`src/hw/synth_serial_map.svh`:
```
// Bit positions, latch addresses, encodings and reset values of the serial control block.
// Assumes it is included by its bare name from the design file and the bench.
`ifndef SYNTH_SERIAL_MAP_SVH
`define SYNTH_SERIAL_MAP_SVH
`define WORD_BITS          22
`define ADDR_REFERENCE     2'h0
`define ADDR_FEEDBACK      2'h1
`define ADDR_TIMEOUT       2'h2
`define REF_DIV_MSB        16
`define REF_DIV_LSB        2
`define BIT_POLARITY       17
`define BIT_PUMP_BOOST     18
`define BIT_PUMP_FLOAT     19
`define BIT_MON0           20
`define BIT_MON1           21
`define BIT_POWER_DOWN     21
`define BIT_PRESCALER      20
`define MAIN_MSB           19
`define MAIN_LSB           7
`define SWALLOW_MSB        6
`define SWALLOW_LSB        2
`define BIT_MON2           14
`define TIMEOUT_MSB        13
`define TIMEOUT_LSB        2
`define TO_OFF             12'h000
`define TO_MANUAL          12'h001
`define TO_FORCE_LOW       12'h002
`define TO_FORCE_HIGH      12'h003
`define WORD_RESET         22'h000000
`endif

```
`src/hw/synth_serial_pkg.sv`:
```
// Types shared by the serial control block.
// Assumes synth_serial_map.svh is on the include path.
package synth_serial_pkg;
  typedef enum logic [2:0] {
    mon_float      = 3'h0,
    mon_lock_pp    = 3'h1,
    mon_lock_od    = 3'h2,
    mon_reset_div  = 3'h3,
    mon_dig_lock   = 3'h4,
    mon_ref_out    = 3'h5,
    mon_fb_out     = 3'h6,
    mon_reserved   = 3'h7
  } monitor_mode_t;
  typedef enum logic [1:0] {
    pwr_normal     = 2'h0,
    pwr_wait_pulse = 2'h1,
    pwr_down       = 2'h2
  } power_state_t;
endpackage

```
`src/hw/synth_serial_control_regs.sv`:
```
// Serial programming shift register, three control latches and the fast-acquire timer.
// Assumes serial pins arrive asynchronously to mclk; analog status comes in on mclk.
//
// Overview of operation
// - 22-bit shifter: 20 data, 2 address bits.
// - Shift MSB first on serial clock rise.
// - Latch strobe rise copies word by address.
// - Reference latch field positions decoded.
// - Reference divide 2 to 32767; host obeys.
// - Polarity bit sets pump direction.
// - Boost selects 1 or 4 mA immediately.
// - Float bit tri-states pump immediately.
// - Three select bits route monitor output.
// - Feedback latch field positions decoded.
// - Power-down and float choose power mode.
// - Prescaler bit selects dual-modulus ratio.
// - Main count 3 to 8191; host obeys.
// - Swallow count accepts 0 to 31.
// - Timeout latch fields; upper bits zero.
// - Timeout 0: switch floats, boost rules.
// - Timeout 1: switch low, forced 4 mA.
// - Timeout 2 low, 3 high, boost rules.
// - Timeout 4..4095 timed 4 mA, then 1 mA.
// - Count down per reference cycle; release.
// - While active: switch low, 4 mA.
// - Synchronous down waits pulse end.
// - Programming works during power-down.
`timescale 1ns/1ps
`include "synth_serial_map.svh"
module synth_serial_control_regs #(
  parameter int REF_W  = 15,
  parameter int MAIN_W = 13,
  parameter int SWAL_W = 5,
  parameter int TO_W   = 12
) (
  input  wire logic              mclk,
  input  wire logic              rst_n,
  input  wire logic              serial_clock,
  input  wire logic              serial_data,
  input  wire logic              latch_strobe,
  input  wire logic              reference_tick,
  input  wire logic              pump_pulse_active,
  input  wire logic              analog_lock,
  input  wire logic              digital_lock,
  input  wire logic              reference_div_out,
  input  wire logic              feedback_div_out,
  output logic [REF_W-1:0]       reference_divide_word,
  output logic [MAIN_W-1:0]      main_feedback_count,
  output logic [SWAL_W-1:0]      swallow_count,
  output logic                   prescaler_select,
  output logic                   detector_polarity,
  output logic                   pump_high_current,
  output logic                   pump_output_oe,
  output logic                   dividers_reset,
  output logic                   powered_down,
  output logic                   monitor_output,
  output logic                   monitor_output_oe,
  output logic                   acquire_switch_output,
  output logic                   acquire_switch_output_oe
);

  logic [2:0] sclk_sync;
  logic [2:0] strobe_sync;
  logic [1:0] data_sync;
  logic [2:0] tick_sync;
  logic [`WORD_BITS-1:0] shift_word;
  logic [`WORD_BITS-1:0] reference_divider_word;
  logic [`WORD_BITS-1:0] feedback_divider_word;
  logic [`WORD_BITS-1:0] acquire_timeout_word;
  logic [TO_W-1:0]       acquire_count;
  logic                  timed_active;
  logic                  load_timeout;
  logic                  sclk_rise;
  logic                  strobe_rise;
  logic                  tick_rise;
  logic                  pulse_seen;
  logic                  pump_boost;
  logic                  pump_float;
  logic                  power_down_bit;
  logic [TO_W-1:0]       acquire_timeout_value;
  synth_serial_pkg::monitor_mode_t monitor_mode;
  synth_serial_pkg::power_state_t  power_state;
  synth_serial_pkg::power_state_t  next_power_state;

  // Stage 0 of each chain feeds only stage 1; edges are taken between stages 1 and 2.
  pin_sync #(.STAGES(3)) sclk_sync_i (
    .mclk  (mclk),
    .rst_n (rst_n),
    .pin   (serial_clock),
    .taps  (sclk_sync)
  );
  pin_sync #(.STAGES(3)) strobe_sync_i (
    .mclk  (mclk),
    .rst_n (rst_n),
    .pin   (latch_strobe),
    .taps  (strobe_sync)
  );
  pin_sync #(.STAGES(2)) data_sync_i (
    .mclk  (mclk),
    .rst_n (rst_n),
    .pin   (serial_data),
    .taps  (data_sync)
  );
  pin_sync #(.STAGES(3)) tick_sync_i (
    .mclk  (mclk),
    .rst_n (rst_n),
    .pin   (reference_tick),
    .taps  (tick_sync)
  );

  assign sclk_rise   = sclk_sync[1] & ~sclk_sync[2];
  assign strobe_rise = strobe_sync[1] & ~strobe_sync[2];
  assign tick_rise   = tick_sync[1] & ~tick_sync[2];

  // The shifter ignores power state, so the latches can be rewritten while powered down.
  always_ff @(posedge mclk) begin
    if (!rst_n) begin
      shift_word <= `WORD_RESET;
    end else if (sclk_rise) begin
      shift_word <= {shift_word[`WORD_BITS-2:0], data_sync[1]};
    end
  end

  always_ff @(posedge mclk) begin
    if (!rst_n) begin
      reference_divider_word <= `WORD_RESET;
      feedback_divider_word  <= `WORD_RESET;
      acquire_timeout_word   <= `WORD_RESET;
    end else if (strobe_rise) begin
      case (shift_word[1:0])
        `ADDR_REFERENCE: begin
          reference_divider_word <= shift_word;
        end
        `ADDR_FEEDBACK: begin
          feedback_divider_word <= shift_word;
        end
        `ADDR_TIMEOUT: begin
          acquire_timeout_word <= shift_word;
        end
        default: begin
          reference_divider_word <= reference_divider_word;
        end
      endcase
    end
  end

  assign load_timeout = strobe_rise && (shift_word[1:0] == `ADDR_TIMEOUT);

  assign pump_boost     = reference_divider_word[`BIT_PUMP_BOOST];
  assign pump_float     = reference_divider_word[`BIT_PUMP_FLOAT];
  assign power_down_bit = feedback_divider_word[`BIT_POWER_DOWN];
  // Bits 21..15 of the timeout word are not decoded; the host writes them as zero.
  assign acquire_timeout_value = acquire_timeout_word[`TIMEOUT_MSB:`TIMEOUT_LSB];
  assign monitor_mode = synth_serial_pkg::monitor_mode_t'({acquire_timeout_word[`BIT_MON2],
                        reference_divider_word[`BIT_MON1],
                        reference_divider_word[`BIT_MON0]});

  // Divider words are passed on as stored; legal ranges are the host's duty.
  always_ff @(posedge mclk) begin
    if (!rst_n) begin
      reference_divide_word <= '0;
      detector_polarity     <= 1'b0;
      main_feedback_count   <= '0;
      swallow_count         <= '0;
      prescaler_select      <= 1'b0;
    end else begin
      reference_divide_word <= reference_divider_word[`REF_DIV_MSB:`REF_DIV_LSB];
      detector_polarity     <= reference_divider_word[`BIT_POLARITY];
      main_feedback_count   <= feedback_divider_word[`MAIN_MSB:`MAIN_LSB];
      swallow_count         <= feedback_divider_word[`SWALLOW_MSB:`SWALLOW_LSB];
      prescaler_select      <= feedback_divider_word[`BIT_PRESCALER];
    end
  end

  // A new timeout word restarts the timer; values 4 and up count reference cycles.
  always_ff @(posedge mclk) begin
    if (!rst_n) begin
      acquire_count <= '0;
      timed_active  <= 1'b0;
    end else if (load_timeout) begin
      acquire_count <= shift_word[`TIMEOUT_MSB:`TIMEOUT_LSB];
      timed_active  <= (shift_word[`TIMEOUT_MSB:`TIMEOUT_LSB] > `TO_FORCE_HIGH);
    end else if (timed_active && tick_rise) begin
      acquire_count <= acquire_count - 1'b1;
      if (acquire_count == {{(TO_W-1){1'b0}}, 1'b1}) begin
        timed_active <= 1'b0;
      end
    end
  end

  // Boost changes reach the output the next cycle, with no wait on a pump cycle.
  always_ff @(posedge mclk) begin
    if (!rst_n) begin
      pump_high_current <= 1'b0;
    end else if (timed_active) begin
      pump_high_current <= 1'b1;
    end else begin
      case (acquire_timeout_value)
        `TO_OFF: begin
          pump_high_current <= pump_boost;
        end
        `TO_MANUAL: begin
          pump_high_current <= 1'b1;
        end
        `TO_FORCE_LOW, `TO_FORCE_HIGH: begin
          pump_high_current <= pump_boost;
        end
        default: begin
          // An expired timer stays at 1 mA even with boost set, until the host rewrites it.
          pump_high_current <= 1'b0;
        end
      endcase
    end
  end

  // Values 1 to 3 hold the switch for good; an expired timer lets it float.
  always_ff @(posedge mclk) begin
    if (!rst_n) begin
      acquire_switch_output    <= 1'b0;
      acquire_switch_output_oe <= 1'b0;
    end else if (timed_active) begin
      acquire_switch_output    <= 1'b0;
      acquire_switch_output_oe <= 1'b1;
    end else begin
      case (acquire_timeout_value)
        `TO_MANUAL, `TO_FORCE_LOW: begin
          acquire_switch_output    <= 1'b0;
          acquire_switch_output_oe <= 1'b1;
        end
        `TO_FORCE_HIGH: begin
          acquire_switch_output    <= 1'b1;
          acquire_switch_output_oe <= 1'b1;
        end
        default: begin
          acquire_switch_output    <= 1'b0;
          acquire_switch_output_oe <= 1'b0;
        end
      endcase
    end
  end

  // A pulse counts as finished only on its falling edge, so an idle pump keeps waiting.
  always_ff @(posedge mclk) begin
    if (!rst_n) begin
      pulse_seen <= 1'b0;
    end else begin
      pulse_seen <= pump_pulse_active;
    end
  end

  // Synchronous power-down waits for the running pump pulse; the host clears the power-down bit to wake.
  always_comb begin
    next_power_state = power_state;
    case (power_state)
      synth_serial_pkg::pwr_normal: begin
        if (power_down_bit && pump_float) begin
          next_power_state = synth_serial_pkg::pwr_down;
        end else if (power_down_bit) begin
          next_power_state = synth_serial_pkg::pwr_wait_pulse;
        end
      end
      synth_serial_pkg::pwr_wait_pulse: begin
        if (!power_down_bit) begin
          next_power_state = synth_serial_pkg::pwr_normal;
        end else if (pump_float || (pulse_seen && !pump_pulse_active)) begin
          next_power_state = synth_serial_pkg::pwr_down;
        end
      end
      synth_serial_pkg::pwr_down: begin
        if (!power_down_bit) begin
          next_power_state = synth_serial_pkg::pwr_normal;
        end
      end
      default: begin
        next_power_state = synth_serial_pkg::pwr_normal;
      end
    endcase
  end

  always_ff @(posedge mclk) begin
    if (!rst_n) begin
      power_state <= synth_serial_pkg::pwr_normal;
    end else begin
      power_state <= next_power_state;
    end
  end

  always_ff @(posedge mclk) begin
    if (!rst_n) begin
      powered_down   <= 1'b0;
      pump_output_oe <= 1'b0;
      dividers_reset <= 1'b0;
    end else begin
      powered_down   <= (next_power_state == synth_serial_pkg::pwr_down);
      dividers_reset <= (monitor_mode == synth_serial_pkg::mon_reset_div) ||
                        (next_power_state == synth_serial_pkg::pwr_down);
      pump_output_oe <= !pump_float && (monitor_mode != synth_serial_pkg::mon_reset_div) &&
                        (next_power_state != synth_serial_pkg::pwr_down);
    end
  end

  // Lock indication reads low during power-down.
  always_ff @(posedge mclk) begin
    if (!rst_n) begin
      monitor_output    <= 1'b0;
      monitor_output_oe <= 1'b0;
    end else begin
      case (monitor_mode)
        synth_serial_pkg::mon_lock_pp: begin
          monitor_output    <= analog_lock && !powered_down;
          monitor_output_oe <= 1'b1;
        end
        synth_serial_pkg::mon_lock_od: begin
          monitor_output    <= 1'b0;
          monitor_output_oe <= !analog_lock || powered_down;
        end
        synth_serial_pkg::mon_dig_lock: begin
          monitor_output    <= digital_lock && !powered_down;
          monitor_output_oe <= 1'b1;
        end
        synth_serial_pkg::mon_ref_out: begin
          monitor_output    <= reference_div_out;
          monitor_output_oe <= 1'b1;
        end
        synth_serial_pkg::mon_fb_out: begin
          monitor_output    <= feedback_div_out;
          monitor_output_oe <= 1'b1;
        end
        default: begin
          monitor_output    <= 1'b0;
          monitor_output_oe <= 1'b0;
        end
      endcase
    end
  end

endmodule

// Chain of flip-flops that brings one pin into the mclk domain.
module pin_sync #(
  parameter int STAGES = 3
) (
  input  wire logic              mclk,
  input  wire logic              rst_n,
  input  wire logic              pin,
  output logic [STAGES-1:0]      taps
);

  always_ff @(posedge mclk) begin
    if (!rst_n) begin
      taps <= '0;
    end else begin
      taps <= {taps[STAGES-2:0], pin};
    end
  end

endmodule

```
`config.mk`:
```
export PLATFORM = sky130hd
export DESIGN_NAME = synth_serial_control_regs
export DESIGN_NICKNAME = d
export VERILOG_FILES = /design/src/hw/synth_serial_pkg.sv /design/src/hw/synth_serial_control_regs.sv
export VERILOG_INCLUDE_DIRS = /design/src /design/src/hw
export SDC_FILE = /design/constraint.sdc
export NUM_CORES = 1
export LEC_CHECK = 0
export BUFFER_PORTS_ARGS = -buffer_cell sky130_fd_sc_hd__buf_2
export CORE_ASPECT_RATIO = 0.7
export CORE_UTILIZATION = 55
export DETAILED_ROUTE_END_ITERATION = 10
export PLACE_DENSITY_LB_ADDON = 0.1
export SLEW_MARGIN = 30
export SYNTH_ARGS = -nofsm -noshare
export SYNTH_HDL_FRONTEND = slang
export SYNTH_HIERARCHICAL = 1
export SYNTH_SLANG_ARGS = --single-unit
```
`constraint.sdc`:
```
create_clock -name mclk -period 3.1 [get_ports mclk]
set_input_delay 0.155 -clock mclk [delete_from_list [all_inputs] [get_ports mclk]]
set_output_delay 0.155 -clock mclk [all_outputs]
set_load 0.01 [all_outputs]
```
---- Yosys cells after proc, flatten, opt, wreduce, memory -nomap -nowiden ----
Index checks and enable logic that the tools add are counted.
storage, ports and cells
  bits of input ports ..................... 11
  bits in registers ....................... 151
  word-level logic and storage cells ...... 97
cells by class
  magnitude comparators ................... 1
  muxes and demuxes ....................... 18
  reduce and logical (&&, ||, !) cells .... 28
  $add $sub $neg .......................... 1
  bitwise logic cells ..................... 7
  equal/unequal tests ..................... 17
operators with widths
  operator                                                        number
  equality test 12 x 1 -> 1 bit, second input constant            2
  equality test 12 x 2 -> 1 bit, second input constant            2
  2-to-1 mux 12 bit                                               2
  greater-than comparator 12 x 2 -> 1 bit, second input constant  1
  logical NOT 12 bit                                              1
  subtractor 12 x 1 -> 12 bit, second input constant              1
  2-to-1 mux 2 bit                                                5
  equality test 3 bit, second input constant                      3
  logical AND 1 bit                                               8
  AND reduction 2 bit                                             4
  2-to-1 mux 1 bit                                                7
  equality test 2 bit, second input constant                      3
  equality test 3 x 2 -> 1 bit, second input constant             2
  one-hot mux 2 bit (3 select lines)                              1
  OR reduction 3 bit                                              2
  equality test 2 x 1 -> 1 bit, second input constant             2
  logical NOT 1 bit                                               4
  logical NOT 2 bit                                               2
  NOT 1 bit                                                       4
  one-hot mux 1 bit (2 select lines)                              2
  one-hot mux 1 bit (4 select lines)                              1
  nonzero test 2 bit                                              2
  OR reduction 4 bit                                              1
  AND 1 bit                                                       3
  other kinds (5)                                                 7

---- Logic depth before layout (Yosys ltp) ----
  word-level depth ........................ 8
  depth in mapped cells ................... 6

---- By module ----
The synthesis kept the hierarchy.
modules (own cells, without submodules)
  module                      cells each  times used  area an instance (um^2)
  synth_serial_control_regs   540         1           4,683.2
  pin_sync (sclk_sync_i ...)  6           3           78.8
  pin_sync (data_sync_i)      4           1           52.6

---- Worst setup path before layout ----
Ideal clock, no wire load.
  path kind ............................... register to register
  start ................................... reg acquire_count[2]
  end ..................................... reg acquire_count[8]
  slack ................................... 1,627 ps
  data arrival time ....................... 1,344 ps
  path buffers ............................ 0
  stages on the path, launching flop included .. 5
  cells stage by stage .................... dfxtp_1 > or4_4 > nor4_4 > xnor2_1 > a21oi_2
between the ends
  longest elaborated chain between the ends .. 3
ends and longest elaborated chain
  what                         RTL line                          RTL
  from (decl)                  synth_serial_control_regs.sv:70   logic [TO_W-1:0] acquire_count;
  from (signal assigned)       synth_serial_control_regs.sv:181  acquire_count <= shift_word[`TIMEOUT_MSB:`TIMEOUT_LSB];
  from (signal assigned)       synth_serial_control_regs.sv:184  acquire_count <= acquire_count - 1'b1;
  subtractor 12 x 1 -> 12 bit  synth_serial_control_regs.sv:184
  2-to-1 mux 12 bit            synth_serial_control_regs.sv:183  end else if (timed_active && tick_rise) begin
  2-to-1 mux 12 bit            synth_serial_control_regs.sv:180  end else if (load_timeout) begin
No other way between the ends. The select of a mux whose other input is x is not followed.
A chain may end at the register's enable or synchronous reset.

---- Final worst setup path ----
  start ................................... reg strobe_sync_i.taps[1]
  end ..................................... reg feedback_divider_word[6]
between the ends
  longest elaborated chain between the ends .. 2
ends and longest elaborated chain
  what                                  RTL line                          RTL
  from (decl)                           synth_serial_control_regs.sv:346  output logic [STAGES-1:0] taps
  from (signal assigned)                synth_serial_control_regs.sv:353  taps <= {taps[STAGES-2:0], pin};
  AND 1 bit                             synth_serial_control_regs.sv:112  assign strobe_rise = strobe_sync[1] & ~strobe_sync[2];
  AND reduction 2 bit (no source line)  -
  to (signal assigned)                  synth_serial_control_regs.sv:127  feedback_divider_word <= `WORD_RESET;
  to (signal assigned)                  synth_serial_control_regs.sv:135  feedback_divider_word <= shift_word;
  to (decl)                             synth_serial_control_regs.sv:68   logic [`WORD_BITS-1:0] feedback_divider_word;
No other way between the ends.

==> results.sh <==
export IMPL_wl_per_cell_um=13.96
export IMPL_final_cell_count_no_fill=743
export IMPL_synth_commonest_cells="nand2_1 (158), dfxtp_1 (145), a21oi_1 (88), and2_1 (49), clkbuf_1 (30)"
export IMPL_clkLatencyLatePin_ns=0.41
export IMPL_rsz0062_at_grt="false"
export IMPL_busiest_layer="met2"
export IMPL_maxCapViolCount=0
export IMPL_syn_area_per_cell_um2=8.847
export IMPL_place_port_buffers=53
export IMPL_clock_path_buffers=2
export IMPL_nets=625
export IMPL_finalHoldViolCount=0
export IMPL_rows=28
export IMPL_tightest_slew_ns=0.9225
export IMPL_period_share_pct=60.20
export IMPL_use_met3_pct=6.125
export IMPL_synth_edff_count=0
export IMPL_antenna_found_initial=0
export IMPL_slew_headroom_pct=38.50
export IMPL_worst_ep_required_time_ns=3.44
export IMPL_start_util_pct=57.69
export IMPL_slew_violations=0
export IMPL_grt_overflow=0
export IMPL_place_ws_ns=1.097
export IMPL_htree_levels=4
export IMPL_postSynthCellCount=562
export IMPL_wl_mm=10.37
export IMPL_fin_tns_setup_ns=0
export IMPL_drive_above_1_share_pct=14.77
export IMPL_ant_nets=0
export IMPL_multi_input_area_mm2=0.001933
export IMPL_yosys_most_used_dff="dfxtp_1"
export IMPL_gp_congestion=0.8100
export IMPL_p_per_area_mw_per_mm2=648.1
export IMPL_finalSetupViolations=0
export IMPL_met1_usage_pct=33.21
export IMPL_clock_sinks=145
export IMPL_synth_top_family_by_area="simple AND/OR/NAND/NOR gates"
export IMPL_synth_area_mm2=0.004972
export IMPL_power_leakage_uw=0.002260
export IMPL_vias_per_cell=5.172
export IMPL_cts_resized=0
export IMPL_cts_buffers=17
export IMPL_ys_ff_latch=145
export IMPL_period_needed_ns=1.866
export IMPL_power_uw=3833
export IMPL_dieArea_mm2=0.009431
export IMPL_critPathArrivalTime_ns=2.20
export IMPL_cts_tree="yes"
export IMPL_clockRootBuffer="clkbuf_16"
export IMPL_synth_top_area_share_pct=58.38
export IMPL_seqCellArea_mm2=0.002903
export IMPL_grt_pass1_vias=3476
export IMPL_synth_nets=575
export IMPL_min_path_type="primary input to flop"
export IMPL_fmax_ghz=0.5359
export IMPL_synth_top_cell_by_area="dfxtp_1"
export IMPL_synth_compound_area_share_pct=11.55
export IMPL_ir_worst_vdd_mv=0.4949
export IMPL_netlist_top_cells_area="dfxtp_1 (58%), nand2_1 (12%), a21oi_1 (8.9%), and2_1 (6.2%), clkbuf_1 (2.3%)"
export IMPL_clk_pin_slew_worst_paths_ns=0.05
export IMPL_drcViolationCount=0
export IMPL_layout_setup_ws_ns=1.234
export IMPL_synth_most_common_cell="nand2_1"
export IMPL_grt_pass1_wl_mm=17.13
export IMPL_areaGrowthSynthToFinish_pct=18.95
export IMPL_seq_area_frac_synth_pct=58.38
export IMPL_grt_use_total_pct=24.16
export IMPL_coreArea_mm2=0.008618
export IMPL_antenna_cells=0
export IMPL_die_h_um=81.55
export IMPL_critPathCaptureType="flop"
export IMPL_die_w_um=115.6
export IMPL_fin_skew_ns=0.005982
export IMPL_n_fill_cell=718
export IMPL_grt_max_degree=82
export IMPL_synth_xor_area_share_pct=1.938
export IMPL_post_place_cells=708
export IMPL_crit_fanout=20
export IMPL_route_vias_total=3843
export IMPL_reg2reg_slack_ns=1.23
export IMPL_synthSimpleGateAreaFrac_pct=24.79
export IMPL_dp_hpwl_mm=6.243
export IMPL_initialDrtViolationCount=289
export IMPL_cp_start_kind="flop"
export IMPL_yosys_mux_area_fraction_pct=0
export IMPL_synth_warnings=6
export IMPL_synth_distinct_cells=38
export IMPL_synthAdderAreaFrac_pct=0.5033
export IMPL_ios=54
export IMPL_crit_type="flop to flop"
export IMPL_fin_util_pct=68.63
export IMPL_outcome="finished clean"
export IMPL_grt_util_met2_pct=36.23
export IMPL_synthArstFlopShare_pct=0
export IMPL_firstDrtPassIters=4
## worst max-delay path, cell delays in order (launching register included)
cell,delay [ns]
dfxtp_1,0.36
nor3b_1,0.35
and2_1,0.73
nand2_1,0.17
a21oi_1,0.17
## layer usage
layer  share of wire (%)  up-vias
met5                   0        -
met4                 1.6        0
met3                 5.9       16
met2                  43      119
met1                  49     1764
li1                    -     1944
## registers in the layout, summed over array words and instances (netlist names), 2 cells and up
name	flops
main_feedback_count	13
power_state	2
reference_divide_word	15
tick_sync_i/taps	3
acquire_timeout_word	13
strobe_sync_i/taps	3
acquire_count	12
sclk_sync_i/taps	3
shift_word	22
data_sync_i/taps	2
feedback_divider_word	20
swallow_count	5
reference_divider_word	20
## logic make-up (layout without fill, tap and decap cells)
logic type                 after synthesis  count (layout)
AOI/OAI and AO/OA                      110             110
adders and majority gates                2               2
xor gates and xnor gates                11              11
DFF                                    145             145
buffers and inverters                   37              98
and+or+nand+nor                        257             257
## cell usage in the layout, fill, tap and decap left out, types with 2 or more instances in the layout
cell,synthesis,layout
xor2_1,3,3
and3b_1,2,2
nand2_1,158,158
buf_2,2,53
dlygate4sd3_1,0,5
nand2b_1,2,2
nand4_1,5,5
a21oi_1,88,88
nor4_1,7,7
ha_1,2,2
nor3_1,7,7
o21a_1,2,2
nor2_1,10,10
xnor2_1,8,8
dfxtp_1,145,145
inv_1,4,4
buf_4,0,5
clkbuf_8,0,5
nand3b_1,3,3
nor3b_1,2,2
clkbuf_1,30,2
clkinv_2,0,5
o21ai_0,14,14
nor2b_1,2,2
and2_1,49,49
clkbuf_16,0,17
## stage by stage
stage,cell area (um2),hold slack (ns)
CTS,5909,0.08302
detailed placement,5303,0.3644
global route,5914,0.1601
finish,5914,0.09049
floorplan,4972,0.2767
global placement,5303,0.3637
## worst paths after layout
path	start	endpoint	cells after the start
worst max-delay path	strobe_sync_i/taps[1]$_SDFF_PN0_	feedback_divider_word[6]$_SDFFE_PN0P_	4
worst min-delay path	reference_div_out	monitor_output$_SDFF_PN0_	3
worst max register to register	strobe_sync_i/taps[1]$_SDFF_PN0_	feedback_divider_word[6]$_SDFFE_PN0P_	4
worst min register to register	tick_sync_i/taps[0]$_SDFF_PN0_	tick_sync_i/taps[1]$_SDFF_PN0_	1
## area by class of cell
type	count	share of cell area [%]
Clock inverter	6	0.9308
Multi-Input combinational cell	380	32.68
Sequential cell	145	49.08
Clock buffer	24	8.483
Tap cell	120	2.539
Inverter	5	0.3173
Timing Repair Buffer	63	5.966
## where the power goes
group / internal [uW] / switching, uW
clock: 1190 / 698
combinational: 19.7 / 48.0
sequential: 1870 / 3.18
## what timing repair did
action | CTS | global route
endpoints found under the setup margin | 0 | 0
buffers inserted | 0 | 0
endpoints found under the hold margin | 5 | 0
hold buffers | 5 | 0
No activity file was read; power rests on OpenSTA's default activity.
